<file path="src/hw/ffs_map.vh">
// Purpose: Constants shared by the flag and offset logic.
// Assumes: Included by bare name from every design file under hw/.
// Notes: Widths, defaults, config codes and buffer-stage counts.
`ifndef FFS_MAP_VH
`define FFS_MAP_VH

// Word count width, holds depth plus one for the largest depth
`define FFS_CNT_W 13
`define FFS_DEPTH_DEF 13'h0100
`define FFS_ADDR_W_DEF 12
`define FFS_DATA_W 18

// Offset register width and default values per depth
`define FFS_OFS_W 12
`define FFS_OFS_256 12'h01F
`define FFS_OFS_512 12'h03F
`define FFS_OFS_BIG 12'h07F
`define FFS_DEPTH_256 13'h0100
`define FFS_DEPTH_512 13'h0200

// Register-buffer stage counts for the boundary flags
`define FFS_STG_1 2'h1
`define FFS_STG_2 2'h2
`define FFS_STG_3 2'h3

// Cycles after reset release before the strap pins are taken
`define FFS_CFG_WAIT 2'h3

`endif

</file>
<file path="src/hw/ffs_flag_core.v">
// Purpose: Offset registers and status flags of a clocked FIFO.
// Assumes: Write and read clock pins are sampled on CLK as events.
// Notes: RAM sits outside; writes leave through a two-entry buffer.
//
// Operation
// - Offsets load from low twelve data bits with load and write low.
// - First loading write edge stores the empty offset.
// - Further loading edges alternate full, empty, full offsets.
// - Load high resumes normal work; next load continues alternation.
// - Load and read low present empty then full offset on outputs.
// - Offset readback only in standard mode, never in fall-through.
// - Strap selects asynchronous or synchronous partial-flag timing.
// - Async: almost-empty set on read edge, cleared on write edge.
// - Async: almost-full set on write edge, cleared on read edge.
// - Sync: almost-empty changes only on read edges.
// - Sync: almost-full changes only on write edges.
// - Buffering stages apply only to empty and full flags.
// - Each extra buffer stage adds one edge of flag delay.
// - Standard mode flag thresholds from word count and offsets.
// - Fall-through thresholds with capacity of depth plus one.
// - Default empty offset 31, 63 or 127 by depth.
// - Default full offset 31, 63 or 127 by depth.
// - Reset restores default offsets and clears the output word.
// - Straps pick partial timing, mode and buffering at reset.
`include "ffs_map.vh"
`default_nettype none

module ffs_flag_core #(
  parameter [`FFS_CNT_W-1:0] DEPTH = `FFS_DEPTH_DEF,
  parameter ADDR_W = `FFS_ADDR_W_DEF
) (
  // Clock and reset
  input wire CLK,
  input wire RST_N,
  // Write port pins
  input wire WCLK_PIN,
  input wire WRITE_EN_N,
  input wire [`FFS_DATA_W-1:0] DATA_IN,
  // Read port pins
  input wire RCLK_PIN,
  input wire READ_EN_N,
  // Offset load and reset straps
  input wire OFFSET_LOAD_N,
  input wire FIRST_LOAD_SEL,
  input wire READ_CHAIN_IN,
  input wire WRITE_CHAIN_IN,
  // External RAM side
  input wire RAM_WR_READY,
  input wire [`FFS_DATA_W-1:0] RAM_RD_DATA,
  output wire RAM_WR_VALID,
  output wire [`FFS_DATA_W-1:0] RAM_WR_DATA,
  output reg [ADDR_W-1:0] RAM_RD_ADDR,
  // Data and flags
  output reg [`FFS_DATA_W-1:0] DATA_OUT,
  output reg EMPTY_N,
  output reg FULL_N,
  output reg ALMOST_EMPTY_N,
  output reg ALMOST_FULL_N,
  output reg HALF_FULL_N,
  output reg FALL_THROUGH_MODE
);

  ////////////////////////////////////////////////////////////////////////
  // Depth-derived constants
  // empty and full default
  localparam [`FFS_OFS_W-1:0] DEF_OFS =
    (DEPTH == `FFS_DEPTH_256) ? `FFS_OFS_256 :
    (DEPTH == `FFS_DEPTH_512) ? `FFS_OFS_512 : `FFS_OFS_BIG;
  localparam [`FFS_CNT_W-1:0] ONE = 13'h0001;
  localparam [`FFS_CNT_W-1:0] TWO = 13'h0002;
  localparam [`FFS_CNT_W-1:0] HALF = DEPTH >> 1;
  localparam [`FFS_CNT_W-1:0] LAST = DEPTH - ONE;
  localparam [`FFS_CNT_W-1:0] DEP1 = DEPTH + ONE;

  ////////////////////////////////////////////////////////////////////////
  // Pin synchronisers: stage one is read only by stage two
  localparam SW = `FFS_DATA_W + 8;
  reg [SW-1:0] pin_s1;
  reg [SW-1:0] pin_s2;
  reg wclk_s3;
  reg rclk_s3;
  // Both clock pins ride in the same vector so their delays match
  wire [SW-1:0] pins = {DATA_IN, WRITE_CHAIN_IN, READ_CHAIN_IN,
    FIRST_LOAD_SEL, OFFSET_LOAD_N, READ_EN_N, WRITE_EN_N, RCLK_PIN, WCLK_PIN};

  // Two flops for every pin, a third on the clock pins for edges
  always @(posedge CLK or negedge RST_N) begin
    if (!RST_N) begin
      pin_s1 <= {SW{1'b0}};
      pin_s2 <= {SW{1'b0}};
      wclk_s3 <= 1'b0;
      rclk_s3 <= 1'b0;
    end else begin
      pin_s1 <= pins;
      pin_s2 <= pin_s1;
      wclk_s3 <= pin_s2[0];
      rclk_s3 <= pin_s2[1];
    end
  end

  wire wen_n = pin_s2[2];
  wire ren_n = pin_s2[3];
  wire ld_n = pin_s2[4];
  wire fl_s = pin_s2[5];
  wire rxi_s = pin_s2[6];
  wire wxi_s = pin_s2[7];
  wire [`FFS_DATA_W-1:0] din = pin_s2[SW-1:8];

  ////////////////////////////////////////////////////////////////////////
  // Configuration taken a few cycles after reset release
  reg [1:0] cfg_cnt;
  reg cfg_ok;
  reg sync_pf;
  reg fall_through_mode;
  reg [1:0] ef_stg;
  reg [1:0] ff_stg;

  always @(posedge CLK or negedge RST_N) begin
    if (!RST_N) begin
      cfg_cnt <= 2'h0;
      cfg_ok <= 1'b0;
      sync_pf <= 1'b0;
      fall_through_mode <= 1'b0;
      ef_stg <= `FFS_STG_1;
      ff_stg <= `FFS_STG_1;
    end else if (!cfg_ok) begin
      cfg_cnt <= cfg_cnt + 2'h1;
      if (cfg_cnt == `FFS_CFG_WAIT) begin
        cfg_ok <= 1'b1;
        sync_pf <= fl_s;
        fall_through_mode <= ~rxi_s & wxi_s;
        case ({rxi_s, wxi_s})
          2'b01: begin
            ef_stg <= `FFS_STG_3;
            ff_stg <= `FFS_STG_2;
          end
          2'b10: begin
            ef_stg <= `FFS_STG_2;
            ff_stg <= `FFS_STG_2;
          end
          default: begin
            ef_stg <= `FFS_STG_1;
            ff_stg <= `FFS_STG_1;
          end
        endcase
      end
    end
  end

  // Edge events, ignored until the straps have been taken
  wire w_edge = cfg_ok & pin_s2[0] & ~wclk_s3;
  wire r_edge = cfg_ok & pin_s2[1] & ~rclk_s3;

  ////////////////////////////////////////////////////////////////////////
  // Word count and capacity
  reg [`FFS_CNT_W-1:0] cnt;
  reg [`FFS_OFS_W-1:0] empty_offset;
  reg [`FFS_OFS_W-1:0] full_offset;
  wire [`FFS_CNT_W-1:0] cap = fall_through_mode ? DEP1 : DEPTH;
  wire buf_rdy;
  wire wr_take;
  wire rd_take;

  assign wr_take = w_edge & ld_n & ~wen_n & (cnt != cap) & buf_rdy;
  assign rd_take = r_edge & ld_n & ~ren_n & (cnt != 13'h0000);
  // Flags judge the count after this event, so they move with it
  wire [`FFS_CNT_W-1:0] next_cnt = (wr_take == rd_take) ? cnt :
    wr_take ? cnt + ONE : cnt - ONE;

  // Count moves only on true writes and reads, both may coincide
  always @(posedge CLK or negedge RST_N) begin
    if (!RST_N) begin
      cnt <= 13'h0000;
    end else begin
      cnt <= next_cnt;
    end
  end

  // Stall by the RAM side fills the buffer, then refuses writes
  ffs_buf2 #(
    .W(`FFS_DATA_W)
  ) u_wbuf (
    .CLK(CLK),
    .RST_N(RST_N),
    .in_valid(wr_take),
    .in_data(din),
    .in_ready(buf_rdy),
    .out_valid(RAM_WR_VALID),
    .out_data(RAM_WR_DATA),
    .out_ready(RAM_WR_READY)
  );

  ////////////////////////////////////////////////////////////////////////
  // Offset registers and their write alternation
  reg ld_sel;
  reg rb_sel;
  wire ld_wr = w_edge & ~ld_n & ~wen_n;
  wire rb_rd = r_edge & ~ld_n & ~ren_n;

  always @(posedge CLK or negedge RST_N) begin
    if (!RST_N) begin
      empty_offset <= DEF_OFS;
      full_offset <= DEF_OFS;
      ld_sel <= 1'b0;
    end else if (ld_wr) begin
      ld_sel <= ~ld_sel;
      if (ld_sel) begin
        full_offset <= din[`FFS_OFS_W-1:0];
      end else begin
        empty_offset <= din[`FFS_OFS_W-1:0];
      end
    end
  end

  ////////////////////////////////////////////////////////////////////////
  // Output word: RAM data on reads, offsets on readback
  always @(posedge CLK or negedge RST_N) begin
    if (!RST_N) begin
      DATA_OUT <= {`FFS_DATA_W{1'b0}};
      RAM_RD_ADDR <= {ADDR_W{1'b0}};
      rb_sel <= 1'b0;
    end else if (rb_rd) begin
      if (!fall_through_mode) begin
        rb_sel <= ~rb_sel;
        DATA_OUT <= {6'h00, rb_sel ? full_offset : empty_offset};
      end
    end else if (rd_take) begin
      DATA_OUT <= RAM_RD_DATA;
      if (RAM_RD_ADDR == LAST[ADDR_W-1:0]) begin
        RAM_RD_ADDR <= {ADDR_W{1'b0}};
      end else begin
        RAM_RD_ADDR <= RAM_RD_ADDR + {{(ADDR_W-1){1'b0}}, 1'b1};
      end
    end
  end

  ////////////////////////////////////////////////////////////////////////
  // Raw flag conditions from the count, true means condition holds
  wire [`FFS_CNT_W-1:0] n13 = {1'b0, empty_offset};
  wire [`FFS_CNT_W-1:0] m13 = {1'b0, full_offset};
  reg empty_raw;
  reg full_raw;
  reg ae_raw;
  reg hf_raw;
  reg af_raw;

  // Thresholds other than empty differ by one word between the two modes
  always @* begin
    empty_raw = (next_cnt == 13'h0000);
    if (fall_through_mode) begin
      full_raw = (next_cnt == DEP1);
      ae_raw = (next_cnt <= n13 + ONE);
      hf_raw = (next_cnt >= HALF + TWO);
      af_raw = (next_cnt >= DEP1 - m13);
    end else begin
      full_raw = (next_cnt == DEPTH);
      ae_raw = (next_cnt <= n13);
      hf_raw = (next_cnt > HALF);
      af_raw = (next_cnt >= DEPTH - m13);
    end
  end

  ////////////////////////////////////////////////////////////////////////
  // Boundary flag pipelines; more stages trade latency for stability
  reg ef_p0;
  reg ef_p1;
  reg ff_p0;
  reg next_ef;
  reg next_ff;

  always @* begin
    case (ef_stg)
      `FFS_STG_3: next_ef = ef_p1;
      `FFS_STG_2: next_ef = ef_p0;
      default: next_ef = empty_raw;
    endcase
    case (ff_stg)
      `FFS_STG_2: next_ff = ff_p0;
      default: next_ff = full_raw;
    endcase
  end

  // Empty side moves on read edges, full side on write edges
  always @(posedge CLK or negedge RST_N) begin
    if (!RST_N) begin
      ef_p0 <= 1'b1;
      ef_p1 <= 1'b1;
      ff_p0 <= 1'b0;
      EMPTY_N <= 1'b0;
      FULL_N <= 1'b1;
      FALL_THROUGH_MODE <= 1'b0;
    end else if (!cfg_ok) begin
      // Mode sets pin polarity: ready flags are active low
      FALL_THROUGH_MODE <= ~rxi_s & wxi_s;
    end else begin
      if (r_edge) begin
        ef_p0 <= empty_raw;
        ef_p1 <= ef_p0;
        EMPTY_N <= fall_through_mode ? next_ef : ~next_ef;
      end
      if (w_edge) begin
        ff_p0 <= full_raw;
        FULL_N <= fall_through_mode ? next_ff : ~next_ff;
      end
    end
  end

  ////////////////////////////////////////////////////////////////////////
  // Partial flags, unbuffered; almost flags timed per the strap, half-full on any edge
  always @(posedge CLK or negedge RST_N) begin
    if (!RST_N) begin
      ALMOST_EMPTY_N <= 1'b0;
      ALMOST_FULL_N <= 1'b1;
      HALF_FULL_N <= 1'b1;
    end else if (cfg_ok) begin
      if (r_edge | w_edge) begin
        HALF_FULL_N <= ~hf_raw;
      end
      if (sync_pf) begin
        if (r_edge) begin
          ALMOST_EMPTY_N <= ~ae_raw;
        end
        if (w_edge) begin
          ALMOST_FULL_N <= ~af_raw;
        end
      end else begin
        if (r_edge & ae_raw) begin
          ALMOST_EMPTY_N <= 1'b0;
        end else if (w_edge & ~ae_raw) begin
          ALMOST_EMPTY_N <= 1'b1;
        end
        if (w_edge & af_raw) begin
          ALMOST_FULL_N <= 1'b0;
        end else if (r_edge & ~af_raw) begin
          ALMOST_FULL_N <= 1'b1;
        end
      end
    end
  end

endmodule

`default_nettype wire

</file>
<file path="src/hw/ffs_buf2.v">
// Purpose: Two-entry buffer with valid/ready on both sides.
// Assumes: Same clock as the producer and the consumer.
// Notes: Outputs come from the head entry flops; ready is !second.
`include "ffs_map.vh"
`default_nettype none

module ffs_buf2 #(
  parameter W = 18
) (
  // Clock and reset
  input wire CLK,
  input wire RST_N,
  // Filling side
  input wire in_valid,
  input wire [W-1:0] in_data,
  output wire in_ready,
  // Draining side
  output wire out_valid,
  output wire [W-1:0] out_data,
  input wire out_ready
);

  reg [W-1:0] head;
  reg [W-1:0] tail;
  reg head_v;
  reg tail_v;
  wire push;
  wire pop;

  // Room exists while the second slot is free
  assign in_ready = ~tail_v;
  assign out_valid = head_v;
  assign out_data = head;
  assign push = in_valid & ~tail_v;
  assign pop = head_v & out_ready;

  ////////////////////////////////////////////////////////////////////////
  // Storage update, a stalled consumer fills the tail then refuses
  always @(posedge CLK or negedge RST_N) begin
    if (!RST_N) begin
      head <= {W{1'b0}};
      tail <= {W{1'b0}};
      head_v <= 1'b0;
      tail_v <= 1'b0;
    end else begin
      case ({push, pop})
        2'b10: begin
          if (!head_v) begin
            head <= in_data;
            head_v <= 1'b1;
          end else begin
            tail <= in_data;
            tail_v <= 1'b1;
          end
        end
        2'b01: begin
          head <= tail;
          head_v <= tail_v;
          tail_v <= 1'b0;
        end
        2'b11: begin
          if (tail_v) begin
            head <= tail;
            tail <= in_data;
          end else begin
            head <= in_data;
          end
        end
        default: begin
          head_v <= head_v;
        end
      endcase
    end
  end

endmodule

`default_nettype wire

</file>
<file path="config.mk">
export PLATFORM = sky130hd
export DESIGN_NAME = ffs_flag_core
export DESIGN_NICKNAME = d
export VERILOG_FILES = /design/src/hw/ffs_flag_core.v /design/src/hw/ffs_buf2.v
export VERILOG_INCLUDE_DIRS = /design/src /design/src/hw
export SDC_FILE = /design/constraint.sdc
export NUM_CORES = 1
export LEC_CHECK = 0
export BUFFER_PORTS_ARGS = -buffer_cell sky130_fd_sc_hd__clkbuf_2
export CAP_MARGIN = 30
export CORE_MARGIN = 5
export CORE_UTILIZATION = 35
export CTS_CLUSTER_DIAMETER = 80
export DETAILED_ROUTE_END_ITERATION = 16
export GPL_TIMING_DRIVEN = 0
export PLACE_DENSITY = 0.53
export SKIP_CTS_REPAIR_TIMING = 1
export SYNTH_ARGS = -nofsm -noshare
export SYNTH_HDL_FRONTEND = slang
export SYNTH_HIERARCHICAL = 1
export SYNTH_SLANG_ARGS = --single-unit
</file>
<file path="constraint.sdc">
create_clock -name CLK -period 6.2 [get_ports CLK]
set_input_delay 0.62 -clock CLK [delete_from_list [all_inputs] [get_ports CLK]]
set_output_delay 0.62 -clock CLK [all_outputs]
set_load 0.02 [all_outputs]
</file>
== Yosys cells after proc, flatten, opt, wreduce, memory -nomap -nowiden ==
Index checks and enable logic that the tools add are counted.
Operators by class
  add/sub/neg operators: 7
  order comparisons: 6
  eq/ne operators: 20
  muxes and demuxes: 37
  bitwise operators: 40
  reduce and logical (&&, ||, !) cells: 23
Operators by type and width (count)
  2-to-1 mux 18 bit: 7
  one-hot mux 18 bit (3 select lines): 1
  one-hot mux 18 bit (2 select lines): 1
  equality test 13 x 9 -> 1 bit (second input constant): 2
  >= comparator 13 bit: 2
  2-to-1 mux 13 bit: 2
  subtractor 9 x 12 -> 13 bit (first input constant): 2
  2-to-1 mux 12 bit: 2
  AND 1 bit: 22
  AND reduction 2 bit: 11
  2-to-1 mux 1 bit: 19
  inverter 1 bit: 17
  equality test 2 bit (second input constant): 7
  adder 12 x 1 -> 13 bit (second input constant): 1
  adder 13 x 1 -> 13 bit (second input constant): 1
  >= comparator 13 x 8 -> 1 bit (second input constant): 1
  greater-than comparator 13 x 8 -> 1 bit (second input constant): 1
  less-or-equal comparator 13 x 12 -> 1 bit: 1
  less-or-equal comparator 13 bit: 1
  logical NOT 13 bit: 1
  inequality test 13 x 9 -> 1 bit: 1
  nonzero test 13 bit: 1
  subtractor 13 x 1 -> 13 bit (second input constant): 1
  adder 12 x 1 -> 12 bit (second input constant): 1
  14 further kinds: 27
Storage, ports and cells
  register bits after elaboration: 179
  output and inout bits: 55
  logic and storage cells: 163

== Longest topological paths before layout ==
Gate-level depths: netlist of run 1.
  depth after elaboration: 15
  mapped depth: 22
  depth with buffers taken out: 21

== Hierarchy ==
The synthesis of run 1 kept the hierarchy.
By module, submodules not included
  ffs_flag_core: instances 1, cells an instance 736, area each 7698.6 um^2
  ffs_buf2: instances 1, cells an instance 160, area each 1795.5 um^2

== Worst setup path after synthesis of run 1 ==
Ideal clock, no wire load.
  kind: reg2reg
  start: register cnt[1]
  end: register ALMOST_FULL_N
  setup time: 0.094 ns
  arrival time: 4.937 ns
  data required time: 6.106 ns
  setup slack: 1.168 ns
  stages on the path, launching flop included: 20
  buffers on the path: 0
  cell sequence: dfrtp_1 > nor4_4 > nand4_1 > o21ai_1 > inv_2 > fa_1 > nor2b_1 > o31ai_2 > nor2b_1 > xnor2_1 > mux2_2 > ha_1 > a21o_1 > a2111oi_0 > o31a_1 > o21ai_0 > a221o_1 > a21oi_1 > a221oi_2 > a311oi_1
Between the ends
  word-level cells in the longest chain between the ends: 11
  elaborated cells on any way between the ends: 21
  those cells by class: add/sub (2); order compare (2); eq/ne (2); mux (6); bitwise (6); reduce/logical (3)
RTL lines
  from (decl): line ffs_flag_core.v:156  | reg [`FFS_CNT_W-1:0] cnt;
  from (signal assigned): line ffs_flag_core.v:175  | cnt <= next_cnt;
  inequality test 13 x 9 -> 1 bit (*): line ffs_flag_core.v:164  | assign wr_take = w_edge & ld_n & ~wen_n & (cnt != cap) & buf_rdy;
  AND 1 bit (*) (2 in a row): line ffs_flag_core.v:164
  net wr_take: line ffs_flag_core.v:161  | wire wr_take;
  2-to-1 mux 13 bit or equality test 1 bit (tied branches): line ffs_flag_core.v:168, ffs_flag_core.v:167
  2-to-1 mux 13 bit (*): line ffs_flag_core.v:167  | wire [`FFS_CNT_W-1:0] next_cnt = (wr_take == rd_take) ? cnt :
  net next_cnt[6]: line ffs_flag_core.v:167
  >= comparator 13 bit (on tied branches): line ffs_flag_core.v:259, ffs_flag_core.v:254
  2-to-1 mux 1 bit (*): line ffs_flag_core.v:250  | if (fall_through_mode) begin
  inverter 1 bit: line ffs_flag_core.v:324, ffs_flag_core.v:334
  AND 1 bit: line ffs_flag_core.v:334  | end else if (r_edge & ~af_raw) begin
  nonzero test 3 bit (no line)
  AND reduction 3 bit (no line)
  to (signal assigned): line ffs_flag_core.v:324  | ALMOST_FULL_N <= ~af_raw;
  to (decl): line ffs_flag_core.v:58  | output reg ALMOST_FULL_N,
Mark *: on every way through the listed nets, which the timed path passes. The rest lies on a longest branch. The select of a mux whose other input is x is not followed.
A chain may end at the register's enable or synchronous reset.

== Final worst setup path of run 1 ==
  start: register cnt[1]
  end: register ALMOST_FULL_N
Between the ends
  word-level cells in the longest chain between the ends: 11
  elaborated cells on any way between the ends: 21
  those cells by class: add/sub (2); order compare (2); eq/ne (2); mux (6); bitwise (6); reduce/logical (3)
RTL lines (line)
  branches (longest 4 deep; another with subtractor 13 x 1 -> 13 bit)
  2-to-1 mux 13 bit (*): ffs_flag_core.v:167
  net next_cnt[5]: ffs_flag_core.v:167
  >= comparator 13 bit (on tied branches): ffs_flag_core.v:259, ffs_flag_core.v:254
  2-to-1 mux 1 bit (*): ffs_flag_core.v:250
  inverter 1 bit: ffs_flag_core.v:324, ffs_flag_core.v:334
  AND 1 bit: ffs_flag_core.v:334
  nonzero test 3 bit (no line)
  AND reduction 3 bit (no line)
Mark *: on every way through the listed nets, which the timed path passes. The select of a mux whose other input is x is not followed.

==> results of run 1 <==
-- cells by family after synthesis --
kind of cell | Yosys count | synth area share, %
xor+xnor | 50 | 4.758
compound gates | 224 | 16.10
buf+inv | 80 | 3.756
flops | 178 | 47.14
fa+ha+maj | 67 | 8.882
mux | 42 | 5.350
simple gates | 255 | 14.01
-- cell type report --
type | count | area, um^2
inverters | 36 | 135.1
multi-input cells | 638 | 4666
plain buffers | 44 | 221.5
well taps | 341 | 426.7
flip-flops and latches | 178 | 4476
repair buffers | 104 | 554.3
clock buffers | 18 | 439.2
fillers | 2612 | 15690
clock inverters | 14 | 188.9
-- routing by layer --
layer / track usage [%] / vias up / share of wire (%)
met5: 0 / - / 0
met1: 20.31 / 3484 / 46
met3: 2.423 / 33 / 2.9
met4: 6.285 / 0 / 3.2
li1: - / 3515 / -
met2: 26.64 / 122 / 48
-- power by group through the flow --
stage                     Clock (mW)  Combinational, mW  Sequential (mW)
after floorplan                    0               1.90             1.83
after global placement             0               2.68             1.78
after detailed placement           0               2.72             1.77
after CTS                       1.18               2.74             1.76
after global routing            1.22               3.06             1.80
final                           1.14               2.72             1.76
-- flip-flops by register name, summed over array words and instances, names as in the netlist, 12 cells and up --
signal	flops
pin_s1	26
DATA_OUT	18
RAM_RD_ADDR	12
cnt	13
full_offset	12
pin_s2	26
empty_offset	12
u_wbuf/out_data	18
u_wbuf/tail	18
-- synth_stat cells, drive strengths merged, types with 16 or more instances --
| cell type | count | share of area (%) |
|---|---|---|
| mux2 | 40 | 5.1 |
| ha | 65 | 8.6 |
| xnor2 | 34 | 3.1 |
| inv | 36 | 1.4 |
| dfstp | 17 | 4.7 |
| dfrtp | 161 | 42 |
| nand2 | 76 | 3.0 |
| clkbuf | 29 | 1.1 |
| a31oi | 21 | 1.4 |
| a21oi | 16 | 0.84 |
| nand3 | 35 | 1.8 |
| nor3 | 33 | 1.9 |
| nor2 | 33 | 1.3 |
| o21ai | 85 | 4.5 |
-- worst register-to-register path, stage by stage, from the launching register on --
cell	delay [ns]
dfrtp_1	0.45
nor4_4	0.43
nand4_1	0.32
o21ai_2	0.34
buf_4	0.25
ha_1	0.26
a211oi_1	0.28
o21bai_1	0.12
a21oi_1	0.20
xnor2_1	0.17
nand2_1	0.07
nand2_1	0.24
ha_1	0.31
a21o_1	0.18
a21o_1	0.17
a2111oi_0	0.51
o31a_1	0.29
o21ai_0	0.12
a221o_1	0.34
a21oi_1	0.17
a221oi_2	0.08
a311oi_1	0.27
-- stage by stage --
stage	total power, mW	hold slack [ns]
2_1_floorplan	3.734	0.3244
3_3_place_gp	4.456	0.3318
3_5_place_dp	4.493	0.3347
4_1_cts	5.676	0.2713
5_1_grt	6.090	0.2711
6_report	5.617	0.2837
-- worst paths after layout --
kind,start,endpoint,slack [ns]
worst max-delay path,cnt[1],ALMOST_FULL_N,0.52
worst min-delay path,RST_N,pin_s1[16],0.28
worst max register to register,cnt[1],ALMOST_FULL_N,0.52
worst min register to register,pin_s1[16],pin_s2[16],0.35
max in group asynchronous,RST_N,empty_offset[3],5.02
min in group CLK,DATA_IN[15],pin_s1[23],0.29
==> reports/summary.txt, run 1 <==
status: finished clean
Die Ht: 174.7 um
CTS tree: done
fin nets: 1132
Starting Density: 35.42%
Final Util: 41.44%
diodes inserted: 0
GP Congestion: 0.8747
GRT overflow: 0
fin area: 0.01111 mm^2
CTS Buf Count: 17
Worst-Margin Slew: 1.010 ns
Ports: 102
Root Driver: clkbuf_16
Via Count: 7154
Max stage delay on crit path: 0.51 ns
crit start category: flip-flop
DR pass1 iterations: 4
Hold WC Path Type: in -> async
crit-path max FO: 11
port bufs: 101
Post-synth ARST share: 100.0%
syn nets: 1009
WS Path Type: reg -> reg
Leak: 4.954 nW
Bufs and invs on worst path: 1
Slew Limit Headroom: 30.75%
share of layout cells above drive strength 1: 22.19%
Area Growth Syn to Fin: 16.99%
initial antenna violation count: 0
Tcrit/Tclk final: 91.64%
most frequent cells in the layout: dfrtp_1, clkbuf_2, o21ai_0
Clock Skew: 0.01045 ns
Core Area: 0.02680 mm^2
Int Power: 3.265 mW
setup ws final: 0.5186 ns
crit-path cells: nor4_4, nand4_1, o21ai_2, buf_4, ha_1, a211oi_1, o21bai_1, a21oi_1, xnor2_1, nand2_1, nand2_1, ha_1, a21o_1, a21o_1, a2111oi_0, o31a_1, o21ai_0, a221o_1, a21oi_1, a221oi_2, a311oi_1
yosys warns: 6
total track usage: 15.75%
non-filler cells, final: 1373
register area share after synthesis: 47.14%
clock-pin slew on the worst setup and hold paths: 0.07 ns
Highest Clock Rate: 0.1760 GHz
Req. time, crit path: 6.53 ns
PD cells: 505.7 mW/mm^2
Inst Count DP: 1341
# setup viols final: 0
dpl hpwl: 17730 um
Die ar.: 0.03052 mm^2
Sw Share: 41.88%
largest net degree at the start of global routing: 98
Final min period: 5.681 ns
Avg Cell Area, Syn: 10.60 um^2
RSZ-0062 raised after global routing: no
Final Slew Violations: 0
drt first-iter violations: 388
Num Clock Sinks: 178
most common cell after layout, fill and taps aside: dfrtp_1
Area after DPL: 0.01048 mm^2
Max VDD drop: 214.9 uV
number of global-route vias before repair: 7311
drt drc: 0
Comb pwr share: 48.4%
Clock Latency Late Sink: 0.43 ns
clock share of power: 20.3%
pre-CTS setup slack: 0.4801 ns
Sequential Power Share: 31.3%
CP arrival: 6.01 ns
Netlist cell types: 84
vias per cell: 5.210
CP delay by family, top: compound AO/OA/AOI/OAI gates
P_sw: 2.352 mW
Post-Synthesis Cells: 896
Final Hold Fails: 0
EDFF count, synth: 0
Clock H-tree levels: 4
Seq cells post-synth: 178
Rows: 60
Setup crit end kind: flip-flop
Die X-Extent: 174.7 um
ys flop type: dfrtp_1
clock tree buffer depth: 2
synthesized area: 0.009494 mm^2
Worst path slowest cell: a2111oi_0
detailed-route wire length per cell: 17.26 um
Total Wirelength: 23690 um
setup_tns: 0 ns
stages on the worst setup path: 21
antenna-violating nets left: 0
first-pass GRT wire length: 38850 um
# Max-Cap Violations: 0
R2R cell count: 21
No activity file was read; power rests on OpenSTA's default activity.
==> run 2, diff against run 1 <==
--- a/config.mk
+++ b/config.mk
@@ -14,8 +14,10 @@
 export DETAILED_ROUTE_END_ITERATION = 16
 export GPL_TIMING_DRIVEN = 0
 export PLACE_DENSITY = 0.53
+export REMOVE_ABC_BUFFERS = 1
 export SKIP_CTS_REPAIR_TIMING = 1
 export SYNTH_ARGS = -nofsm -noshare
 export SYNTH_HDL_FRONTEND = slang
 export SYNTH_HIERARCHICAL = 1
 export SYNTH_SLANG_ARGS = --single-unit
+export TNS_END_PERCENT = 100
==> reports/summary.txt, run 2 (synthesis results as in run 1) <==
clock-pin slew on the worst setup and hold paths: 0.07 ns (about the same)
Die ar.: 0.03052 mm^2 (unchanged)
CTS tree: done (unchanged)
most common cell after layout, fill and taps aside: dfrtp_1 (unchanged)
# setup viols final: 0 (unchanged)
number of global-route vias before repair: 7140 (was 7311)
Core Area: 0.02680 mm^2 (unchanged)
Setup crit end kind: flip-flop (unchanged)
Num Clock Sinks: 178 (unchanged)
port bufs: 101 (unchanged)
DR pass1 iterations: 5 (was 4)
Hold WC Path Type: in -> async (unchanged)
fin nets: 1094 (was 1132)
diodes inserted: 0 (unchanged)
Worst-Margin Slew: 0.9115 ns (was 1.010 ns)
setup_tns: 0 ns (unchanged)
Starting Density: 35.42% (unchanged)
Area Growth Syn to Fin: 15.22% (was 16.99%)
Root Driver: clkbuf_16 (unchanged)
crit-path max FO: 11 (unchanged)
flop2flop setup slack: 0.68 ns (was 0.52 ns)
Final Hold Fails: 0 (unchanged)
Via Count: 6991 (was 7154)
RSZ-0062 raised after global routing: no (unchanged)
Clock H-tree levels: 4 (unchanged)
Die X-Extent: 174.7 um (unchanged)
Highest Clock Rate: 0.1812 GHz (was 0.1760 GHz)
Leak: 4.871 nW (was 4.954 nW)
Clock Skew: 0.01192 ns (was 0.01045 ns)
drt first-iter violations: 289 (was 388)
PD cells: 500.1 mW/mm^2 (was 505.7 mW/mm^2)
GP Congestion: 0.8273 (was 0.8747)
R2R cell count: 20 (was 21)
first-pass GRT wire length: 37330 um (was 38850 um)
share of layout cells above drive strength 1: 22.74% (was 22.19%)
Clock Latency Late Sink: 0.43 ns (about the same)
total track usage: 15.00% (was 15.75%)
crit start category: flip-flop (unchanged)
reg2reg end: ALMOST_FULL_N (unchanged)
Req. time, crit path: 6.53 ns (about the same)
dpl hpwl: 16800 um (was 17730 um)
Final min period: 5.519 ns (was 5.681 ns)
Total Wirelength: 22750 um (was 23690 um)
Die Ht: 174.7 um (unchanged)
CP arrival: 5.85 ns (was 6.01 ns)
reg2reg start: cnt[1] (unchanged)
# Max-Cap Violations: 0 (unchanged)
vias per cell: 5.237 (was 5.210)
drt drc: 0 (unchanged)
largest net degree at the start of global routing: 99 (was 98)
antenna-violating nets left: 0 (unchanged)
Final Slew Violations: 0 (unchanged)
initial antenna violation count: 0 (unchanged)
Max VDD drop: 223.9 uV (was 214.9 uV)
Rows: 60 (unchanged)
Slew Limit Headroom: 37.50% (was 30.75%)
CTS Buf Count: 17 (unchanged)
fillers: 2589 (was 2612)
most frequent cells in the layout: dfrtp_1, clkbuf_2, o21ai_0 (unchanged)
Tcrit/Tclk final: 89.02% (was 91.64%)
clock tree buffer depth: 2 (unchanged)
WS Path Type: reg -> reg (unchanged)
status: finished clean (unchanged)
total power: 5.470 mW (was 5.617 mW)
detailed-route wire length per cell: 17.04 um (was 17.26 um)
Ports: 102 (unchanged)
leading registers by flop count: pin_s1 (26), pin_s2 (26) (unchanged)
GRT overflow: 0 (unchanged)
run 2: cell count changes in the layout (fill, tap and decap cells not counted), sizes merged:
| cell | previous run | this run |
|---|---|---|
| clkbuf | 148 | 119 |
| buf | 18 | 9 |
| clkinv | 4 | 7 |
| inv | 44 | 41 |
| bufinv | 2 | 0 |
| clkinvlp | 0 | 2 |
run 2: worst max-delay path by stage:
stage / slack [ns] / from / depth (start not counted) / to
2_1_floorplan: 1.15 / cnt[1] / 20 / ALMOST_FULL_N
3_3_place_gp: 0.05 / cnt[1] / 19 / ALMOST_FULL_N
3_5_place_dp: 0.67 / cnt[1] / 20 / ALMOST_FULL_N
4_1_cts: 0.63 / cnt[1] / 20 / ALMOST_FULL_N
5_1_grt: 0.23 / cnt[1] / 20 / ALMOST_FULL_N
6_report: 0.68 / cnt[1] / 20 / ALMOST_FULL_N
run 2: cell type report:
cell class / instances / area (um^2) / area share [%]
inverters: 36 / 135.1 / 1.235
clock inverters: 14 / 148.9 / 1.361
multi-input cells: 638 / 4679 / 42.78
clock buffers: 18 / 429.2 / 3.923
repair buffers: 110 / 644.4 / 5.890
flip-flops and latches: 178 / 4476 / 40.91
well taps: 341 / 426.7 / 3.900
run 2: metal layers:
metal  vias to the layer above  global-route usage (%)  share of wire (%)
met4                         0                   4.255                1.5
met3                        23                   2.207                3.0
li1                       3428                       -                  -
met5                         -                       0                  0
met1                      3436                   20.18                 47
met2                       104                   25.29                 49
run 2: critical path, cell delays in order (launching register included):
cell       delay [ns]
dfrtp_1          0.45
nor4_4           0.40
nand4_1          0.29
o21ai_1          0.41
buf_6            0.22
inv_2            0.11
fa_1             0.42
nor2b_1          0.20
o31ai_2          0.11
nor2b_1          0.16
xnor2_1          0.13
mux2_2           0.34
ha_1             0.33
a21o_1           0.16
a2111oi_0        0.45
o31a_1           0.27
o21ai_0          0.12
a221o_1          0.34
a21oi_1          0.17
a221oi_2         0.07
a311oi_1         0.27
run 2: report_power, final:
part / switching (mW) / internal, mW
clock network: 0.518 / 0.537
registers: 0.345 / 1.50
logic: 1.46 / 1.11
run 2: metrics by stage:
| stage | cells | utilization [%] | hold slack, ns | area [um^2] | setup WS (ns) |
|---|---|---|---|---|---|
| floorplan | 852 | - | 0.3244 | 9273 | 1.153 |
| global placement | 1294 | 38.08 | 0.3316 | 10200 | 0.04681 |
| detailed placement | 1303 | 38.66 | 0.3347 | 10360 | 0.6685 |
| CTS | 1335 | 40.82 | 0.2469 | 10940 | 0.6292 |
| global route | 1335 | 40.82 | 0.2639 | 10940 | 0.2284 |
| finish | 1335 | 40.82 | 0.2115 | 10940 | 0.6806 |
==> run 3, diff against run 2 <==
--- a/config.mk
+++ b/config.mk
@@ -18,6 +18,5 @@
 export SKIP_CTS_REPAIR_TIMING = 1
 export SYNTH_ARGS = -nofsm -noshare
 export SYNTH_HDL_FRONTEND = slang
-export SYNTH_HIERARCHICAL = 1
 export SYNTH_SLANG_ARGS = --single-unit
 export TNS_END_PERCENT = 100
==> reports/summary.txt, run 3 <==
crit start category: flip-flop (unchanged)
Post-Synthesis Cells: 845 (was 896)
Ports: 102 (unchanged)
Tcrit/Tclk final: 88.81% (was 89.02%)
Area Growth Syn to Fin: 17.35% (was 15.22%)
Core Area: 0.02525 mm^2 (was 0.02680 mm^2)
non-filler cells, final: 1282 (was 1335)
Final Hold Fails: 0 (unchanged)
first-pass GRT wire length: 34330 um (was 37330 um)
Die ar.: 0.02897 mm^2 (was 0.03052 mm^2)
Leak: 4.784 nW (was 4.871 nW)
Rows: 58 (was 60)
GP Congestion: 0.8175 (was 0.8273)
total track usage: 14.66% (was 15.00%)
Inst Count DP: 1250 (was 1303)
fin area: 0.01054 mm^2 (was 0.01094 mm^2)
Clock H-tree levels: 4 (unchanged)
ys flop type: dfrtp_1 (unchanged)
top-area cell type share of the netlist area: 44.84% (was 42.44%)
initial antenna violation count: 0 (unchanged)
Worst-Margin Slew: 0.8940 ns (was 0.9115 ns)
final hold slack: 0.1846 ns (was 0.2115 ns)
CTS tree: done (unchanged)
antenna-violating nets left: 0 (unchanged)
commonest cells in the netlist: dfrtp_1, nand2_1, o21ai_0, ha_1, mux2_2 (was dfrtp_1, o21ai_0, nand2_1, ha_1, nand3_1)
Final Util: 41.75% (was 40.82%)
P_sw: 2.142 mW (was 2.325 mW)
port bufs: 101 (unchanged)
vias per cell: 4.974 (was 5.237)
pre-CTS setup slack: 0.6766 ns (was 0.6685 ns)
Num Clock Sinks: 178 (unchanged)
total power: 5.246 mW (was 5.470 mW)
CP arrival: 5.87 ns (was 5.85 ns)
share of layout cells above drive strength 1: 23.42% (was 22.74%)
largest net degree at the start of global routing: 113 (was 99)
status: finished clean (unchanged)
clock-pin slew on the worst setup and hold paths: 0.07 ns (about the same)
Hold WC Path Type: in -> async (unchanged)
WS Path Type: reg -> reg (unchanged)
drt first-iter violations: 218 (was 289)
number of global-route vias before repair: 6476 (was 7140)
Root Driver: clkbuf_16 (unchanged)
Via Count: 6377 (was 6991)
Starting Density: 35.58% (was 35.42%)
synthesized area: 0.008985 mm^2 (was 0.009494 mm^2)
clock share of power: 21.3% (was 19.3%)
top-count cell post-synth: dfrtp_1 (unchanged)
Avg Cell Area, Syn: 10.63 um^2 (was 10.60 um^2)
Highest Clock Rate: 0.1816 GHz (was 0.1812 GHz)
setup ws final: 0.6935 ns (was 0.6806 ns)
Post-synth ARST share: 100.0% (unchanged)
Comb pwr share: 44.4% (was 47.1%)
Netlist cell types: 67 (was 84)
Die X-Extent: 170.2 um (was 174.7 um)
Area after DPL: 0.009916 mm^2 (was 0.01036 mm^2)
most frequent cells in the layout: dfrtp_1, clkbuf_2, nand2_1 (was dfrtp_1, clkbuf_2, o21ai_0)
# Max-Cap Violations: 0 (unchanged)
# setup viols final: 0 (unchanged)
crit-path max FO: 14 (was 11)
Int Power: 3.104 mW (was 3.145 mW)
setup_tns: 0 ns (unchanged)
GRT overflow: 0 (unchanged)
Die Ht: 170.2 um (was 174.7 um)
register area share after synthesis: 49.81% (was 47.14%)
drt drc: 0 (unchanged)
most common cell after layout, fill and taps aside: dfrtp_1 (unchanged)
Clock Skew: 0.01199 ns (was 0.01192 ns)
Clock Latency Late Sink: 0.44 ns (was 0.43 ns)
Setup crit end kind: flip-flop (unchanged)
yosys warns: 0 (was 6)
detailed-route wire length per cell: 15.87 um (was 17.04 um)
PD cells: 497.5 mW/mm^2 (was 500.1 mW/mm^2)
Total Wirelength: 20350 um (was 22750 um)
Req. time, crit path: 6.56 ns (was 6.53 ns)
CTS Buf Count: 17 (unchanged)
Sw Share: 40.84% (was 42.51%)
RSZ-0062 raised after global routing: no (unchanged)
fin nets: 1051 (was 1094)
top post-synthesis cells by area: dfrtp_1, ha_1, mux2_2, dfstp_2, o21ai_0 (was dfrtp_1, ha_1, dfstp_2, o21ai_0, mux2_2)
Final Slew Violations: 0 (unchanged)
DR pass1 iterations: 4 (was 5)
clock tree buffer depth: 2 (unchanged)
Sequential Power Share: 34.3% (was 33.6%)
Seq cells post-synth: 178 (unchanged)
Slew Limit Headroom: 40.40% (was 37.50%)
cell taking the most area after synthesis: dfrtp_1 (unchanged)
Max VDD drop: 215.9 uV (was 223.9 uV)
leading registers by flop count: pin_s1 (26), pin_s2 (26) (unchanged)
EDFF count, synth: 0 (unchanged)
Final min period: 5.507 ns (was 5.519 ns)
dpl hpwl: 15070 um (was 16800 um)
diodes inserted: 0 (unchanged)
-- run 3: cell families after synthesis --
logic type      Yosys count  share of synthesized area, %
xor+xnor                 55                         5.361
flops                   178                         49.81
buf+inv                  73                         3.133
mux                      51                         6.294
simple gates            230                         12.51
compound gates          187                         13.03
fa+ha+maj                71                         9.859
-- run 3: final timing paths --
kind	from	to	slack, ns	cells after the start
min in group CLK	DATA_IN[14]	pin_s1[22]	0.28	1
max in group asynchronous	RST_N	empty_offset[2]	5.06	2
max	cnt[1]	ALMOST_FULL_N	0.69	19
max reg2reg	cnt[1]	ALMOST_FULL_N	0.69	19
min reg2reg	pin_s1[14]	pin_s2[14]	0.35	0
min	RST_N	pin_s1[19]	0.18	1
-- run 3: area by class of cell --
class | instances | area (um^2)
Clock buffer | 17 | 425.4
Timing Repair Buffer | 108 | 618.1
Multi-Input combinational cell | 594 | 4259
Sequential cell | 178 | 4476
Tap cell | 330 | 412.9
Fill cell | 2515 | 14710
Clock inverter | 15 | 202.7
Inverter | 40 | 150.1
-- run 3: routing by layer --
layer	routed length (um)	global-route usage, %
met5	0	0
met4	187	3.299
met3	545	2.718
met2	10110	25.07
met1	9512	19.45
-- run 3: critical path, stage by stage (launching register included) --
cell and delay [ns]:
dfrtp_1 0.42, nor4_2 0.41, and4b_1 0.36, a31o_2 0.45
ha_1 0.33, o21ai_0 0.15, o31ai_1 0.51, nor2_1 0.11
xnor2_1 0.14, mux2i_1 0.23, inv_1 0.21, ha_1 0.36
o211a_1 0.16, nand2_1 0.05, o21ai_0 0.19, o21ai_0 0.14
maj3_2 0.31, maj3_2 0.30, maj3_2 0.30, a211o_1 0.29
-- run 3: power groups by stage --
stage | Combinational, mW | Sequential, mW | Clock [mW]
floorplan | 1.62 | 1.87 | 0
global placement | 2.30 | 1.81 | 0
detailed placement | 2.34 | 1.82 | 0
CTS | 2.35 | 1.80 | 1.16
global route | 2.66 | 1.85 | 1.21
finish | 2.33 | 1.80 | 1.12
